--- config.mk ---
export PLATFORM = sky130hd
export DESIGN_NAME = pm_field_preload_map
export DESIGN_NICKNAME = d
export VERILOG_FILES = /design/src/hw/pm_preload_pkg.sv /design/src/hw/preload_if.sv /design/src/hw/preload_word_decode.sv /design/src/hw/pm_field_preload_map.sv
export SDC_FILE = /design/constraint.sdc
export NUM_CORES = 1
export LEC_CHECK = 0
export ABC_AREA = 1
export BUFFER_PORTS_ARGS = -buffer_cell sky130_fd_sc_hd__buf_2
export CORE_ASPECT_RATIO = 0.7
export CORE_UTILIZATION = 45
export DETAILED_ROUTE_END_ITERATION = 6
export GPL_ROUTABILITY_DRIVEN = 0
export GPL_TIMING_DRIVEN = 1
export PLACE_DENSITY = 0.68
export SETUP_SLACK_MARGIN = 0.15
export SKIP_CTS_REPAIR_TIMING = 1
export SYNTH_ARGS = -nofsm -noshare
export SYNTH_HDL_FRONTEND = slang
export SYNTH_SLANG_ARGS = --single-unit
--- constraint.sdc ---
create_clock -name clock -period 6.8 [get_ports clock]
set_input_delay 2.04 -clock clock [delete_from_list [all_inputs] [get_ports clock]]
set_output_delay 2.04 -clock clock [all_outputs]
set_load 0.05 [all_outputs]
--- src/hw/pm_preload_pkg.sv ---
// Constants, types and field layout for the power-management field preload.
// What this block does
// [RULE1] Image word 50h bit 0 loads port 0 offset 44h bit 3.
// [RULE2] Image word 52h bit 0 loads port 1 offset 44h bit 3.
// [RULE3] Image word 54h bit 0 loads port 2 offset 44h bit 3.
// [RULE4] Keep-state word bits 3:1 load aux current at offset 40h bits 24:22.
// [RULE5] Offset 40h bit 25 reads as 1: D1 state supported.
// [RULE6] Offset 40h bit 26 reads as 1: D2 state supported.
// [RULE7] Keep-state word bits 7:6 load wake flags at offset 40h bits 29:28.
// [RULE8] Image word 51h bits 15:8 load port 0 data byte, offset 44h 31:24.
// [RULE9] Image word 53h bits 15:8 load port 1 data byte, offset 44h 31:24.
// [RULE10] Port 2 preload word bit 13 loads compliance control, offset 78h bit 11.
// [RULE11] Port 2 preload word bits 15:14 load count select, offset 8Ch bits 9:8.
// [RULE12] Copies finish before config space opens; uncovered fields keep defaults.
`default_nettype none
package pm_preload_pkg;
    localparam int NUM_PORTS = 3;
    localparam int IMG_AW = 8;
    localparam int IMG_DW = 16;
    localparam int CFG_AW = 12;
    localparam int CFG_DW = 32;

    // Image word addresses
    localparam logic [IMG_AW-1:0] WORD_KEEP_P0 = 8'h50;
    localparam logic [IMG_AW-1:0] WORD_DATA_P0 = 8'h51;
    localparam logic [IMG_AW-1:0] WORD_KEEP_P1 = 8'h52;
    localparam logic [IMG_AW-1:0] WORD_DATA_P1 = 8'h53;
    localparam logic [IMG_AW-1:0] WORD_KEEP_P2 = 8'h54;
    localparam logic [IMG_AW-1:0] WORD_PHY_P2 = 8'h44;

    // Configuration register offsets
    localparam logic [CFG_AW-1:0] OFS_PM_CAP = 12'h040;
    localparam logic [CFG_AW-1:0] OFS_PM_CTRL_DATA = 12'h044;
    localparam logic [CFG_AW-1:0] OFS_PHY_LINK = 12'h078;
    localparam logic [CFG_AW-1:0] OFS_PHY_DCHG = 12'h08C;

    // Source bit positions inside image words
    localparam int SRC_KEEP = 0;
    localparam int SRC_AUX_LO = 1;
    localparam int SRC_WAKE_LO = 6;
    localparam int SRC_DATA_LO = 8;
    localparam int SRC_COMPL = 13;
    localparam int SRC_DCC_LO = 14;

    // Destination bit positions inside configuration registers
    localparam int DST_KEEP = 3;
    localparam int DST_AUX_LO = 22;
    localparam int DST_D1 = 25;
    localparam int DST_D2 = 26;
    localparam int DST_WAKE_LO = 28;
    localparam int DST_DATA_LO = 24;
    localparam int DST_COMPL = 11;
    localparam int DST_DCC_LO = 8;

    // Field widths
    localparam int AUX_W = 3;
    localparam int WAKE_W = 2;
    localparam int DATA_W = 8;
    localparam int DCC_W = 2;

    typedef enum logic [1:0] {
        UPD_NONE,
        UPD_KEEP,
        UPD_DATA,
        UPD_PHY
    } upd_kind_e;

    typedef enum logic {
        ST_LOAD,
        ST_OPEN
    } load_state_e;
endpackage

`default_nettype wire

--- src/hw/preload_if.sv ---
// Decoded image-word updates passed from the decoder to the register store.
`timescale 1ns/1ps
`default_nettype none
interface preload_if;
    import pm_preload_pkg::*;
    upd_kind_e kind;
    logic [1:0] port;
    logic [IMG_DW-1:0] data;
    modport dec (output kind, output port, output data);
    modport app (input kind, input port, input data);
endinterface
`default_nettype wire

--- src/hw/preload_word_decode.sv ---
// Classifies one image word by address into an update kind and target port.
`timescale 1ns/1ps
`default_nettype none
module preload_word_decode
    import pm_preload_pkg::*;
(
    // Image word
    input wire logic valid,
    input wire logic [IMG_AW-1:0] addr,
    input wire logic [IMG_DW-1:0] data,
    // Decoded update
    preload_if.dec upd
);
    // Address to kind; words outside this slice of the image are ignored
    function automatic upd_kind_e word_kind(input logic [IMG_AW-1:0] a);
        case (a)
            WORD_KEEP_P0, WORD_KEEP_P1, WORD_KEEP_P2: word_kind = UPD_KEEP;
            WORD_DATA_P0, WORD_DATA_P1: word_kind = UPD_DATA;
            WORD_PHY_P2: word_kind = UPD_PHY;
            default: word_kind = UPD_NONE;
        endcase
    endfunction

    // Address to port index
    function automatic logic [1:0] word_port(input logic [IMG_AW-1:0] a);
        case (a)
            WORD_KEEP_P1, WORD_DATA_P1: word_port = 2'h1;
            WORD_KEEP_P2, WORD_PHY_P2: word_port = 2'h2;
            default: word_port = 2'h0;
        endcase
    endfunction

    // Pure decode, no state
    always_comb begin
        upd.kind = valid ? word_kind(addr) : UPD_NONE;
        upd.port = word_port(addr);
        upd.data = data;
    end
endmodule // preload_word_decode
`default_nettype wire

--- src/hw/pm_field_preload_map.sv ---
// Preloads per-port power-management fields and port 2 PHY fields, then serves config reads.
`timescale 1ns/1ps
`default_nettype none
module pm_field_preload_map
    import pm_preload_pkg::*;
#(
    parameter logic DEF_KEEP = 1'b0,
    parameter logic [AUX_W-1:0] DEF_AUX = 3'h0,
    parameter logic [WAKE_W-1:0] DEF_WAKE = 2'h0,
    parameter logic [DATA_W-1:0] DEF_DATA = 8'h00,
    parameter logic DEF_COMPL = 1'b0,
    parameter logic [DCC_W-1:0] DEF_DCC = 2'h0
) (
    // Clock and reset
    input wire logic clock,
    input wire logic rst,
    // Configuration image words
    input wire logic img_valid,
    input wire logic [IMG_AW-1:0] img_addr,
    input wire logic [IMG_DW-1:0] img_data,
    input wire logic img_done,
    // Configuration space access
    output logic cfg_open,
    input wire logic cfg_rd_en,
    input wire logic [1:0] cfg_port,
    input wire logic [CFG_AW-1:0] cfg_offset,
    output logic cfg_rd_valid,
    output logic [CFG_DW-1:0] cfg_rdata
);
    load_state_e state_q;
    logic take_word;
    logic [NUM_PORTS-1:0] keep_q;
    logic [AUX_W-1:0] aux_q [NUM_PORTS];
    logic [WAKE_W-1:0] wake_q [NUM_PORTS];
    logic [DATA_W-1:0] data_q [NUM_PORTS];
    logic compl_q;
    logic [DCC_W-1:0] dcc_q;
    logic [CFG_DW-1:0] rd_d;
    logic [1:0] rp;

    preload_if upd ();

    preload_word_decode u_decode (
        .valid(take_word),
        .addr(img_addr),
        .data(img_data),
        .upd(upd)
    );

    // Words only count while loading; late words cannot disturb open space
    assign take_word = img_valid && (state_q == ST_LOAD);
    assign cfg_open = (state_q == ST_OPEN);

    // Load phase ends on the image's done strobe, never earlier
    always_ff @(posedge clock or posedge rst) begin
        if (rst) begin
            state_q <= ST_LOAD;
        end else begin
            case (state_q)
                ST_LOAD: if (img_done) state_q <= ST_OPEN; // RULE12
                ST_OPEN: state_q <= ST_OPEN;
                default: state_q <= ST_LOAD;
            endcase
        end
    end

    // Keep-state word fields, one slot per port
    always_ff @(posedge clock or posedge rst) begin
        if (rst) begin
            for (int i = 0; i < NUM_PORTS; i++) begin
                keep_q[i] <= DEF_KEEP; // RULE12
                aux_q[i] <= DEF_AUX;
                wake_q[i] <= DEF_WAKE;
            end
        end else if (upd.kind == UPD_KEEP) begin
            keep_q[upd.port] <= upd.data[SRC_KEEP]; // RULE1 RULE2 RULE3
            aux_q[upd.port] <= upd.data[SRC_AUX_LO +: AUX_W]; // RULE4
            wake_q[upd.port] <= upd.data[SRC_WAKE_LO +: WAKE_W]; // RULE7
        end
    end

    // Data byte; port 2 has no word in this slice and keeps its default
    always_ff @(posedge clock or posedge rst) begin
        if (rst) begin
            for (int i = 0; i < NUM_PORTS; i++) begin
                data_q[i] <= DEF_DATA;
            end
        end else if (upd.kind == UPD_DATA) begin
            data_q[upd.port] <= upd.data[SRC_DATA_LO +: DATA_W]; // RULE8 RULE9
        end
    end

    // Port 2 PHY link fields
    always_ff @(posedge clock or posedge rst) begin
        if (rst) begin
            compl_q <= DEF_COMPL;
            dcc_q <= DEF_DCC;
        end else if (upd.kind == UPD_PHY) begin
            compl_q <= upd.data[SRC_COMPL]; // RULE10
            dcc_q <= upd.data[SRC_DCC_LO +: DCC_W]; // RULE11
        end
    end

    // Read mux; unmapped offsets and ports read zero
    always_comb begin
        rd_d = '0;
        rp = (cfg_port < 2'(NUM_PORTS)) ? cfg_port : 2'h0;
        if (cfg_port < 2'(NUM_PORTS)) begin
            case (cfg_offset)
                OFS_PM_CAP: begin
                    rd_d[DST_AUX_LO +: AUX_W] = aux_q[rp];
                    rd_d[DST_D1] = 1'b1; // RULE5
                    rd_d[DST_D2] = 1'b1; // RULE6
                    rd_d[DST_WAKE_LO +: WAKE_W] = wake_q[rp];
                end
                OFS_PM_CTRL_DATA: begin
                    rd_d[DST_KEEP] = keep_q[rp];
                    rd_d[DST_DATA_LO +: DATA_W] = data_q[rp];
                end
                OFS_PHY_LINK: rd_d[DST_COMPL] = (rp == 2'h2) ? compl_q : DEF_COMPL;
                OFS_PHY_DCHG: rd_d[DST_DCC_LO +: DCC_W] = (rp == 2'h2) ? dcc_q : DEF_DCC;
                default: rd_d = '0;
            endcase
        end
    end

    // Registered read answer; reads before opening get no answer at all
    always_ff @(posedge clock or posedge rst) begin
        if (rst) begin
            cfg_rd_valid <= 1'b0;
            cfg_rdata <= '0;
        end else begin
            cfg_rd_valid <= cfg_rd_en && cfg_open; // RULE12
            if (cfg_rd_en && cfg_open) cfg_rdata <= rd_d;
        end
    end
endmodule // pm_field_preload_map
`default_nettype wire

# Word level (Yosys, flattened, before mapping)
# Cells that the tools add are included.
# Widths: inputs -> output; s select.
# classes
bitwise	3
reduce_logical	8
n_lt_le_gt_ge	7
eq_ne	14
muxes	40
# op_table
op	count
$eq 8x7->1 const B	6
$eq 12x7->1 const B	3
$mux 32	1
$bwmux 24	1
$mux 8	3
$mux 2	9
$bmux 8 s2	1
$demux 8 s2	1
$eq 12x8->1 const B	1
$bwmux 9	1
$mux 3	3
$pmux 2 s2	2
$mux 1	7
$bmux 3 s2	1
$bwmux 6	1
$demux 3 s2	1
$eq 2x2->1 const B	3
$ge 3x3->1 const B	2
$lt 2x3->1 const B	2
$not 2->3	2
$pmux 2 s3	1
$pmux 3 s2	1
$reduce_or 2->1	3
$bmux 2 s2	1
12 further kinds	15
# word_totals
register_bits	79
input_bits	43

# Depth between registers and ports, before layout
# Gate-level depths: netlist of the first run.
# depth
ltp_word	9
mapped_depth	10

# By module
# From an unflattened synthesis of the first run, not the netlist that was laid out.
# hier_totals
cells_unflattened	407
hier_area_um2	3165.5
# by_module_without_submodules
module	n_inst	area_per_inst_um2	cells_each
pm_field_preload_map	1	2886.5	358
preload_word_decode	1	279.0	49

# Least setup slack after synthesis of the first run
# Ideal clock, no wire load.
# synth_timing
kind	input port to flip-flop
startpoint	input port img_addr[0]
endpoint	register aux_q[0] (netlist name)
setup_slack_ps	3791
required_time_ps	6682
arrival_time_ps	2891
path_stages	8
path_cell_list	nor2_2 inv_2 nor2_2 nand2_1 nand2_2 nand4_1 nand2_1 nand2_1
# synth_between
elab_chain_len	9
# synth_lines
element	line	source
start, declared	pm_field_preload_map.sv:19	input wire logic [IMG_AW-1:0] img_addr,
$eq 8x7->1	preload_word_decode.sv:16, preload_word_decode.sv:26	
$reduce_or 2->1	preload_word_decode.sv:26	case (a)
$pmux 2 s2	preload_word_decode.sv:26	
$not 2->3 (implied by the code)	pm_field_preload_map.sv:77	aux_q[upd.port] <= upd.data[SRC_AUX_LO +: AUX_W];
$ge 3x3->1 (implied by the code) / $lt 3x1->1 (equally long branches)	pm_field_preload_map.sv:77	
$logic_and 1x1->1 (implied by the code)	pm_field_preload_map.sv:77	
$mux 3 (implied by the code)	pm_field_preload_map.sv:77	
$demux 3 s2	pm_field_preload_map.sv:77	
$bwmux 9	pm_field_preload_map.sv:77	
end signal, assigned by index	pm_field_preload_map.sv:77	
end, declared	pm_field_preload_map.sv:33	logic [AUX_W-1:0] aux_q [NUM_PORTS];
# Parallel ways exist; a longest one is shown, timed or not.
# A chain may end at the register's enable or synchronous reset.

# Worst setup path in the final report of the first run
# layout_timing
startpoint	input port cfg_port[1]
endpoint	register cfg_rdata[25]
# layout_between
elab_chain_len	8
# layout_lines
element	line	source
start, declared	pm_field_preload_map.sv:25	input wire logic [1:0] cfg_port,
$lt 2x2->1	pm_field_preload_map.sv:107, pm_field_preload_map.sv:108	
$mux 2	pm_field_preload_map.sv:107	rp = (cfg_port < 2'(NUM_PORTS)) ? cfg_port : 2'h0;
$not 2->3 (implied by the code)	pm_field_preload_map.sv:118	rd_d[DST_DATA_LO +: DATA_W] = data_q[rp];
$bmux 8 s2	pm_field_preload_map.sv:118	
$mux 8 (implied by the code) (2 in series)	pm_field_preload_map.sv:118	
$pmux 3 s2	pm_field_preload_map.sv:109	case (cfg_offset)
$mux 32 (*)	pm_field_preload_map.sv:108	if (cfg_port < 2'(NUM_PORTS)) begin
end signal, assigned	pm_field_preload_map.sv:134	if (cfg_rd_en && cfg_open) cfg_rdata <= rd_d;
end, declared	pm_field_preload_map.sv:28	output logic [CFG_DW-1:0] cfg_rdata
# Every way passes the cells marked *; elsewhere a longest branch is shown, timed or not. The select of a mux whose other input is x is not followed.

==> results of run 1 <==
## cell families (layout without fill, tap and decap cells)
logic type             after synthesis  after routing  synth area share [%]
buffers and inverters               61             97                  10.2
AO/OA/AOI/OAI                       21             21                  4.28
flip-flops                          61             61                  48.8
other                                1             18                 0.120
AND/OR/NAND/NOR                    255            255                  36.6
## report_power, final
| group | switching, mW | internal (mW) | total [mW] |
|---|---|---|---|
| logic | 0.0571 | 0.0154 | 0.0724 |
| registers | 0.000233 | 0.363 | 0.364 |
| clock network | 0.151 | 0.245 | 0.396 |
## area by class of cell
cell class	count	area [µm²]
Inverter	24	90.1
Multi-Input combinational cell	294	1350
Sequential cell	61	1530
Timing Repair Buffer	57	288
Fill cell	649	3110
Clock buffer	9	124
Tap cell	94	118
Clock inverter	7	124
## per-layer routing
layer / up-vias / track usage, % / wire [µm]
li1: 1356 / - / -
met1: 1247 / 33.3 / 3550
met2: 103 / 31.9 / 3080
met3: 6 / 7.61 / 658
met4: 0 / 4.83 / 53
met5: - / 0 / 0
## sequential cells by signal (all words and copies together) (netlist names)
register	cells
aux_q	9
cfg_open	1
cfg_rd_valid	1
cfg_rdata	14
compl_q	1
data_q	24
dcc_q	2
keep_q	3
wake_q	6
## cell usage after synthesis
cell type	number
inv_2	9
clkinv_1	1
nor2_2	7
nand2_4	1
or2_2	1
buf_6	2
buf_4	18
nor3_2	2
dfrtp_1	61
nand2_1	146
buf_2	5
conb_1	1
nand3_2	1
nor2_4	1
a21oi_1	2
a21oi_4	1
inv_1	14
nor3_1	2
o21ai_0	4
nor2_1	28
a31oi_1	14
nand2_2	4
nor2_8	1
nand4_1	23
clkbuf_1	12
nand3_1	38
## critical path, cell delays in order
cell and delay [ns]:
buf_2 0.11, inv_1 0.41, nor2_1 0.18, inv_2 0.40, nor2_1 0.09, a31oi_1 0.32
nand2_1 0.11, nand2_1 0.09
## final timing paths
kind	endpoint	slack, ns	depth (start not counted)
max in group asynchronous	aux_q[2]	4.39	3
setup / recovery	cfg_rdata[25]	3.34	8
hold / removal	data_q[7]	0.38	0
setup reg to reg	data_q[20]	5.13	8
min in group asynchronous	cfg_rdata[30]	1.91	3
hold reg to reg	data_q[7]	0.38	0
## per-stage QoR
step	instances	utilization, %	hold slack (ns)
2_1_floorplan	416	-	0.430
3_3_place_gp	530	50.1	0.365
3_5_place_dp	530	50.1	0.369
4_1_cts	546	53.8	0.384
5_1_grt	546	53.8	0.393
6_report	546	53.8	0.384
==> summary.md, run 1 <==
| Metric | Value |
|---|---|
| Status | `finished clean` |
| Placement Setup Slack | `between 3 and 4 ns` |
| Worst hold-check path type | `reg2reg` |
| Yosys cell types | `26` |
| Final worst path period share | `50.9%` |
| Leak pwr | `1.98 nW` |
| Layout area overhead | `15.6%` |
| Vias in the first global route | `2453` |
| CTS tree | `yes` |
| Final setup margin | `3.34 ns` |
| Placed inst area | `between 3000 and 4000 µm²` |
| Synth top area share | `48.8%` |
| Row cnt | `25` |
| Die height | `71.7 µm` |
| Worst-Margin Slew | `0.762 ns` |
| RR Startpoint | `cfg_open` |
| Final instance area | `approximately 3600 µm²` |
| WL/cell | `around 13 µm` |
| Tot Pwr | `roughly 830 µW` |
| Via/cell ratio | `4.97` |
| Seq/Total Area, Yosys | `48.8%` |
| Routed Antenna Nets | `0` |
| Commonest non-fill, non-tap cell in the layout | `nand2_1` |
| Maximum VDD drop | `92.0 µV` |
| Setup crit end kind | `flip-flop` |
| Worst-path clk slew | `about 0.070 ns` |
| Die Span X | `just over 100 µm` |
| DR iter-0 viols | `192` |
| Area leader, netlist | `dfrtp_1` |
| Worst Min Path Start | `data_q[7]` |
| Worst Path Required | `7.09 ns` |
| Area of the core | `6730 µm²` |
| Global-route wire length before repair | `12200 µm` |
| Setup crit start | `cfg_port[1]` |
| CP Launch Type | `primary input` |
| Total gr overflow | `0` |
| DR DRC count | `0` |
| IO Port Bufs | `56` |
| Nets@finish | `490` |
| IO Count | `77` |
| Mapped Area | `3130 µm²` |
| F_max | `around 290 MHz` |
| CP max FO | `28` |
| Clock Path Buffers | `2` |
| Total CTS buffers | `9` |
| Syn Inst Count | `between 300 and 400` |
| Number of antenna diodes | `0` |
| RSZ-0062 raised after global routing | `false` |
| Post-synthesis average cell area | `7.84 µm²` |
| Die area | `about 7300 µm²` |
| Minimum clock period | `3.46 ns` |
| CTS sink cnt | `61` |
| Share of cells above drive strength 1 | `22.6%` |
| Final Skew | `roughly 0.0046 ns` |
| H-tree levels | `3` |
| Global Route Usage Sum | `22.5%` |
| Via Count | `2712` |
| Syn. warnings | `0` |
| Number of setup violations in the final report | `0` |
| Final Max Tran Viols | `0` |
| Dpl hpwl | `between 5000 and 6000 µm` |
| Worst skew pair latency | `0.34 ns` |
| Worst setup path class | `in2reg` |
| Max_cap viols | `0` |
| Starting Density | `46.5%` |
| Max-Slew Margin vs Limit | `between 40% and 50%` |
| Initial antenna violation count | `0` |
| Cells taking the most area after synthesis | `dfrtp_1, nand2_1, nand3_1` |
| Initial DRT Pass Iterations | `4` |
| Most frequent cells in the layout | `nand2_1, dfrtp_1, buf_2` |
| Worst EP arrival | `3.74 ns` |
| Cell area power density | `~230 nW/µm²` |
| Flops & latches, synth | `61` |
| Setup TNS | `0 ns` |
| Final hold vios | `0` |
| Final wirelength | `7340 µm` |
| Pin count of the biggest net entering global routing | `62` |
| Root Buffer | `clkbuf_8` |
Power figures use the tool's default switching activity.
==> run 2, diff against run 1 <==
- ABC_AREA: 1 -> 0
- PLACE_DENSITY: 0.68 -> 0.69
- clock period: 6.8 -> 3.4 ns (I/O delays scaled with it)
==> run 2 against run 1 <==
Compared with the run above: the flow now finishes with violations (DRC); global-route usage is 3.6 points lower; first-iteration DRC count down 44%; sequential share of layout area increased by 2.9 points; critical path type unchanged; largest cell class unchanged; largest power group is now sequential cells; highest routed layer unchanged.
==> summary.md, run 2 <==
| Metric | Value |
|---|---|
| Status | `finished with violations` |
| Violated checks | `DRC` |
| IO Port Bufs | `56` |
| Worst EP arrival | `2.83 ns` |
| Delay-heaviest family, CP | `simple AND/OR/NAND/NOR gates` |
| DR DRC count | `7` |
| Starting Density | `46.6%` |
| Final instance area | `3380 µm²` |
| Cells taking the most area after synthesis | `dfrtp_1, mux2_2, mux2i_1` |
| Placed inst area | `between 3000 and 4000 µm²` |
| Die Span X | `roughly 98 µm` |
| Cell area power density | `460 nW/µm²` |
| Maximum VDD drop | `219 µV` |
| Count leader, synth | `dfrtp_1` |
| Total gr overflow | `0` |
| Worst Path Required | `3.62 ns` |
| IO Count | `77` |
| Number of setup violations in the final report | `0` |
| Routed Antenna Nets | `0` |
| Share of cells above drive strength 1 | `44.2%` |
| CTS sink cnt | `61` |
| Post-synth EDFFs | `0` |
| Mapped Area | `slightly below 3000 µm²` |
| Multi-input gate area | `1220 µm²` |
| Worst-path clk slew | `0.06 ns` |
| Initial DRT Pass Iterations | `7` |
| Final wirelength | `5790 µm` |
| Most frequent cells in the layout | `dfrtp_1, buf_2, mux2_2` |
| Synth Area in Simple Gates | `a little under an eighth` |
| Critical-path top delay cell | `or4b_4` |
| Yosys cell types | `38` |
| Area leader, netlist | `dfrtp_1` |
| Most flops, register | `data_q` |
| Fill count | `551` |
| Main combinational cell family by area after synthesis | `multiplexers` |
| Largest regs | `data_q (24), cfg_rdata (14), aux_q (9)` |
| Max-Slew Margin vs Limit | `about 58%` |
| WL/cell | `15.6 µm` |
| Xor-xnor portion of the synthesized cell area | `0.302%` |
| Worst skew pair latency | `between 0.3 and 0.4 ns` |
| Max_cap viols | `0` |
| Dpl hpwl | `4010 µm` |
| R2r setup slk | `1.43 ns` |
| Commonest non-fill, non-tap cell in the layout | `dfrtp_1` |
| CP max FO | `8` |
| Post-synthesis average cell area | `12.3 µm²` |
| Final Skew | `0.00434 ns` |
| Die area | `6770 µm²` |
| F_max | `383 MHz` |
| Primary FF master, synth | `dfrtp_1` |
| Synth top area share | `roughly 53%` |
| Final hold vios | `0` |
| Worst hold-check path type | `reg2reg` |
| Area of the core | `6220 µm²` |
| Post-synthesis compound-gate area fraction | `6.65%` |
| Root Buffer | `clkbuf_8` |
| Nets@finish | `331` |
| Row cnt | `24` |
| Via/cell ratio | `around 5` |
| Flops & latches, synth | `61` |
| Setup crit end kind | `flip-flop` |
| Minimum clock period | `about 2.6 ns` |
| Global Route Usage Sum | `approximately a fifth` |
| H-tree levels | `3` |
| Leak pwr | `about 1.8 nW` |
| FF+latch area | `1530 µm²` |
| Final worst path period share | `76.8%` |
| Final Instance Count excl. Fillers | `370` |
| Pin count of the biggest net entering global routing | `62` |
| Max reg flops | `24` |
| Via Count | `1897` |
| Adder-Cell Fraction of Synth Area | `0%` |
| Die height | `69.2 µm` |
| Worst setup path class | `in2reg` |
| Worst-Margin Slew | `0.630 ns` |
| Most frequent cells after synthesis | `dfrtp_1, mux2_2, buf_4` |
| Crit-path cells | `buf_2, or4b_4, nor4_4, and3_1, mux2_2` |
| Global-route wire length before repair | `9600 µm` |
| Buf/Inv on CP | `1` |
| Post-Place Cells | `355` |
| CTS tree | `yes` |
| CP Launch Type | `primary input` |
| RSZ-0062 raised after global routing | `false` |
| Seq/Total Area, Yosys | `a little over half` |
| DR iter-0 viols | `108` |
| Vias in the first global route | `1863` |
| Syn. warnings | `0` |
| Final Max Tran Viols | `0` |
| Total CTS buffers | `9` |
| Clock Path Buffers | `2` |
| Tot Pwr | `approximately 1.6 mW` |
| Layout area overhead | `16.7%` |
| Syn Inst Count | `235` |
| Max stage delay on crit path | `0.55 ns` |
| Initial antenna violation count | `0` |
| Post-synthesis mux area share | `21.5%` |
| Number of antenna diodes | `0` |
| Setup TNS | `0 ns` |
| Post-synth ARST share | `between 90% and 100%` |
==> run 2: cells by family after synthesis <==
family / Yosys count
AOI/OAI and AO/OA: 27
xor gates and xnor gates: 1
buffers and inverters: 37
DFF: 61
muxes: 57
other: 1
and+or+nand+nor: 51
==> run 2: stage by stage <==
stage / utilization (%) / hold WS [ns] / worst slack, ns
after floorplan: - / 0.429 / 0.832
after global placement: 51.0 / 0.365 / 0.473
after detailed placement: 51.0 / 0.368 / 0.453
after CTS: 54.4 / 0.382 / 0.802
after global routing: 54.4 / 0.387 / 0.724
final: 54.4 / 0.380 / 0.789
==> run 2: where the power goes <==
part           internal, mW  switching, mW  leakage (nW)
combinational        0.0368          0.103         0.825
clock                 0.424          0.265         0.112
sequential            0.727       0.000675         0.845
==> run 2: final timing paths <==
path,end,startpoint,cells past startpoint
min,data_q[2],data_q[2],0
min in group asynchronous,data_q[2],rst,3
min reg2reg,data_q[2],data_q[2],0
max reg2reg,data_q[13],cfg_open,4
max,data_q[13],img_addr[3],5
max in group asynchronous,cfg_rdata[27],rst,3
==> run 2: final cells by class <==
cell class                 instances  share of cell area [%]
clock buffer                      10                    4.07
clock inverter                     5                    2.22
inverter                           4                   0.444
multi-input combinational        154                    36.2
sequential                        61                    45.1
tap                               78                    2.88
timing repair buffer              58                    9.10
==> run 2: metal layers <==
metal	routed length, µm	up-vias	part of all wire [%]	global-route usage, %
li1	-	907	-	-
met4	69	0	1.2	5.56
met3	372	8	6.4	7.10
met2	2560	61	44	28.0
met1	2790	921	48	25.8
met5	0	-	0	0
==> run 3, diff against run 2 <==
- PLACE_DENSITY: 0.69 -> 0.72
- clock period: 3.4 -> 2.3 ns (I/O delays scaled with it)
==> run 3 against run 2 <==
Compared with the run above: largest power group unchanged; count of clock-buffer cells in the layout rose by 4; hold slack got worse by 0.0028 ns; clock power rose by 14%; routed wire length rose by 2.5%; sequential share of layout area fell by 0.31 points; die area did not move; the run still ends with DRC left; sequential power rose by 48%; combinational power rose by 51%; flip-flop and latch count did not move; first-iteration DRC count fell by 53%.
==> summary.md, run 3 (same netlist as run 2, synthesis figures left out) <==
| Metric | Value |
|---|---|
| Cell area power density | `608 nW/µm²` |
| Number of setup violations in the final report | `0` |
| Initial antenna violation count | `0` |
| Global-route wire length before repair | `about 10000 µm` |
| Worst Path Required | `2.53 ns` |
| Placed inst area | `3250 µm²` |
| Share of cells above drive strength 1 | `44.4%` |
| Row cnt | `24` |
| Starting Density | `46.6%` |
| Status | `finished with violations` |
| Via Count | `between 1500 and 2000` |
| Worst-path clk slew | `~0.060 ns` |
| Via/cell ratio | `5.14` |
| Area of the core | `about 6200 µm²` |
| Final Skew | `0.00643 ns` |
| Worst hold-check path type | `reg2reg` |
| Total gr overflow | `0` |
| DR iter-0 viols | `51` |
| Placement Setup Slack | `-0.105 ns` |
| R2r setup slk | `approximately 0.56 ns` |
| Max_cap viols | `0` |
| IO Count | `77` |
| Routed Antenna Nets | `0` |
| Worst skew pair latency | `0.34 ns` |
| Dpl hpwl | `approximately 4300 µm` |
| Total CTS buffers | `9` |
| Largest regs | `data_q (24), cfg_rdata (14), aux_q (9)` |
| Pin count of the biggest net entering global routing | `40` |
| Hold slack | `between 0.3 and 0.4 ns` |
| F_max | `488 MHz` |
| Maximum VDD drop | `342 µV` |
| Leak pwr | `1.79 nW` |
| Multi-input gate area | `~1200 µm²` |
| Max-Slew Margin vs Limit | `59.2%` |
| Die Span X | `97.9 µm` |
| Layout Utilization | `roughly 55%` |
| FF+latch area | `1530 µm²` |
| Worst setup path class | `in2reg` |
| Most frequent cells in the layout | `dfrtp_1, buf_2, mux2_2` |
| Number of antenna diodes | `0` |
| Layout area overhead | `17.5%` |
| Fill count | `546` |
| Setup crit end kind | `flip-flop` |
| Worst-Margin Slew | `0.610 ns` |
| Final instance area | `approximately 3400 µm²` |
| Vias in the first global route | `1931` |
| Violated checks | `DRC` |
| Commonest non-fill, non-tap cell in the layout | `dfrtp_1` |
| Die height | `69.2 µm` |
| H-tree levels | `3` |
| Initial DRT Pass Iterations | `6` |
| CP Launch Type | `primary input` |
| CTS sink cnt | `61` |
| CP max FO | `8` |
| Die area | `6770 µm²` |
| Final Max Tran Viols | `0` |
| CTS tree | `yes` |
| Final wirelength | `5930 µm` |
| Final worst path period share | `89.0%` |
| RSZ-0062 raised after global routing | `false` |
| IO Port Bufs | `56` |
| Nets@finish | `340` |
| Tot Pwr | `2.07 mW` |
| Worst EP arrival | `2.27 ns` |
| Global Route Usage Sum | `roughly a fifth` |
| Max reg flops | `24` |
| Most flops, register | `data_q` |
| Clock Path Buffers | `2` |
| Final setup margin | `roughly 0.25 ns` |
| Root Buffer | `clkbuf_8` |
| DR DRC count | `9` |
| WL/cell | `15.6 µm` |
| Minimum clock period | `2.05 ns` |
| Final hold vios | `0` |
## run 3: cell count changes in the layout (fill, tap and decap cells not counted), sizes merged
cell | previous run | this run
clkinv | 3 | 2
clkinvlp | 0 | 1
clkbuf | 10 | 14
bufinv | 2 | 0
buf | 58 | 67
inv | 4 | 3
## run 3: cell type report
type	count	share of cell area, %
clock buffer	14	4.19
clock inverter	2	0.294
inverter	4	0.551
multi-input combinational	154	35.9
sequential	61	44.8
tap	78	2.86
timing repair buffer	67	11.4
## run 3: where the power goes
group	switching (mW)	internal [mW]
Sequential	0.000951	1.08
Combinational	0.152	0.0594
Clock	0.396	0.389
Total	0.549	1.52
## run 3: stage by stage
| stage | cells | TNS [ns] |
|---|---|---|
| floorplan | 252 | 0 |
| global placement | 364 | -1.23 |
| detailed placement | 364 | -1.82 |
| CTS | 380 | 0 |
| global route | 380 | 0 |
| finish | 380 | 0 |
## run 3: final timing paths
kind	startpoint	end	cells past startpoint
max	img_addr[3]	data_q[23]	6
max in group asynchronous	rst	wake_q[2]	3
min	data_q[4]	data_q[4]	0
min reg2reg	data_q[4]	data_q[4]	0
max reg2reg	cfg_open	data_q[23]	5
min in group asynchronous	rst	cfg_rd_valid	2
## run 3: per-layer routing
layer / vias to the layer above / routed length (µm) / GRT usage, %
li1: 920 / - / -
met1: 963 / 2800 / 26.9
met2: 62 / 2660 / 28.0
met3: 9 / 396 / 7.61
met4: 0 / 67 / 5.56
met5: - / 0 / 0
## run 3: critical path, cell delays in order
cell	delay, ns
buf_2	0.10
or4b_4	0.55
nor4_4	0.17
buf_4	0.17
nand3b_2	0.24
mux2_2	0.36
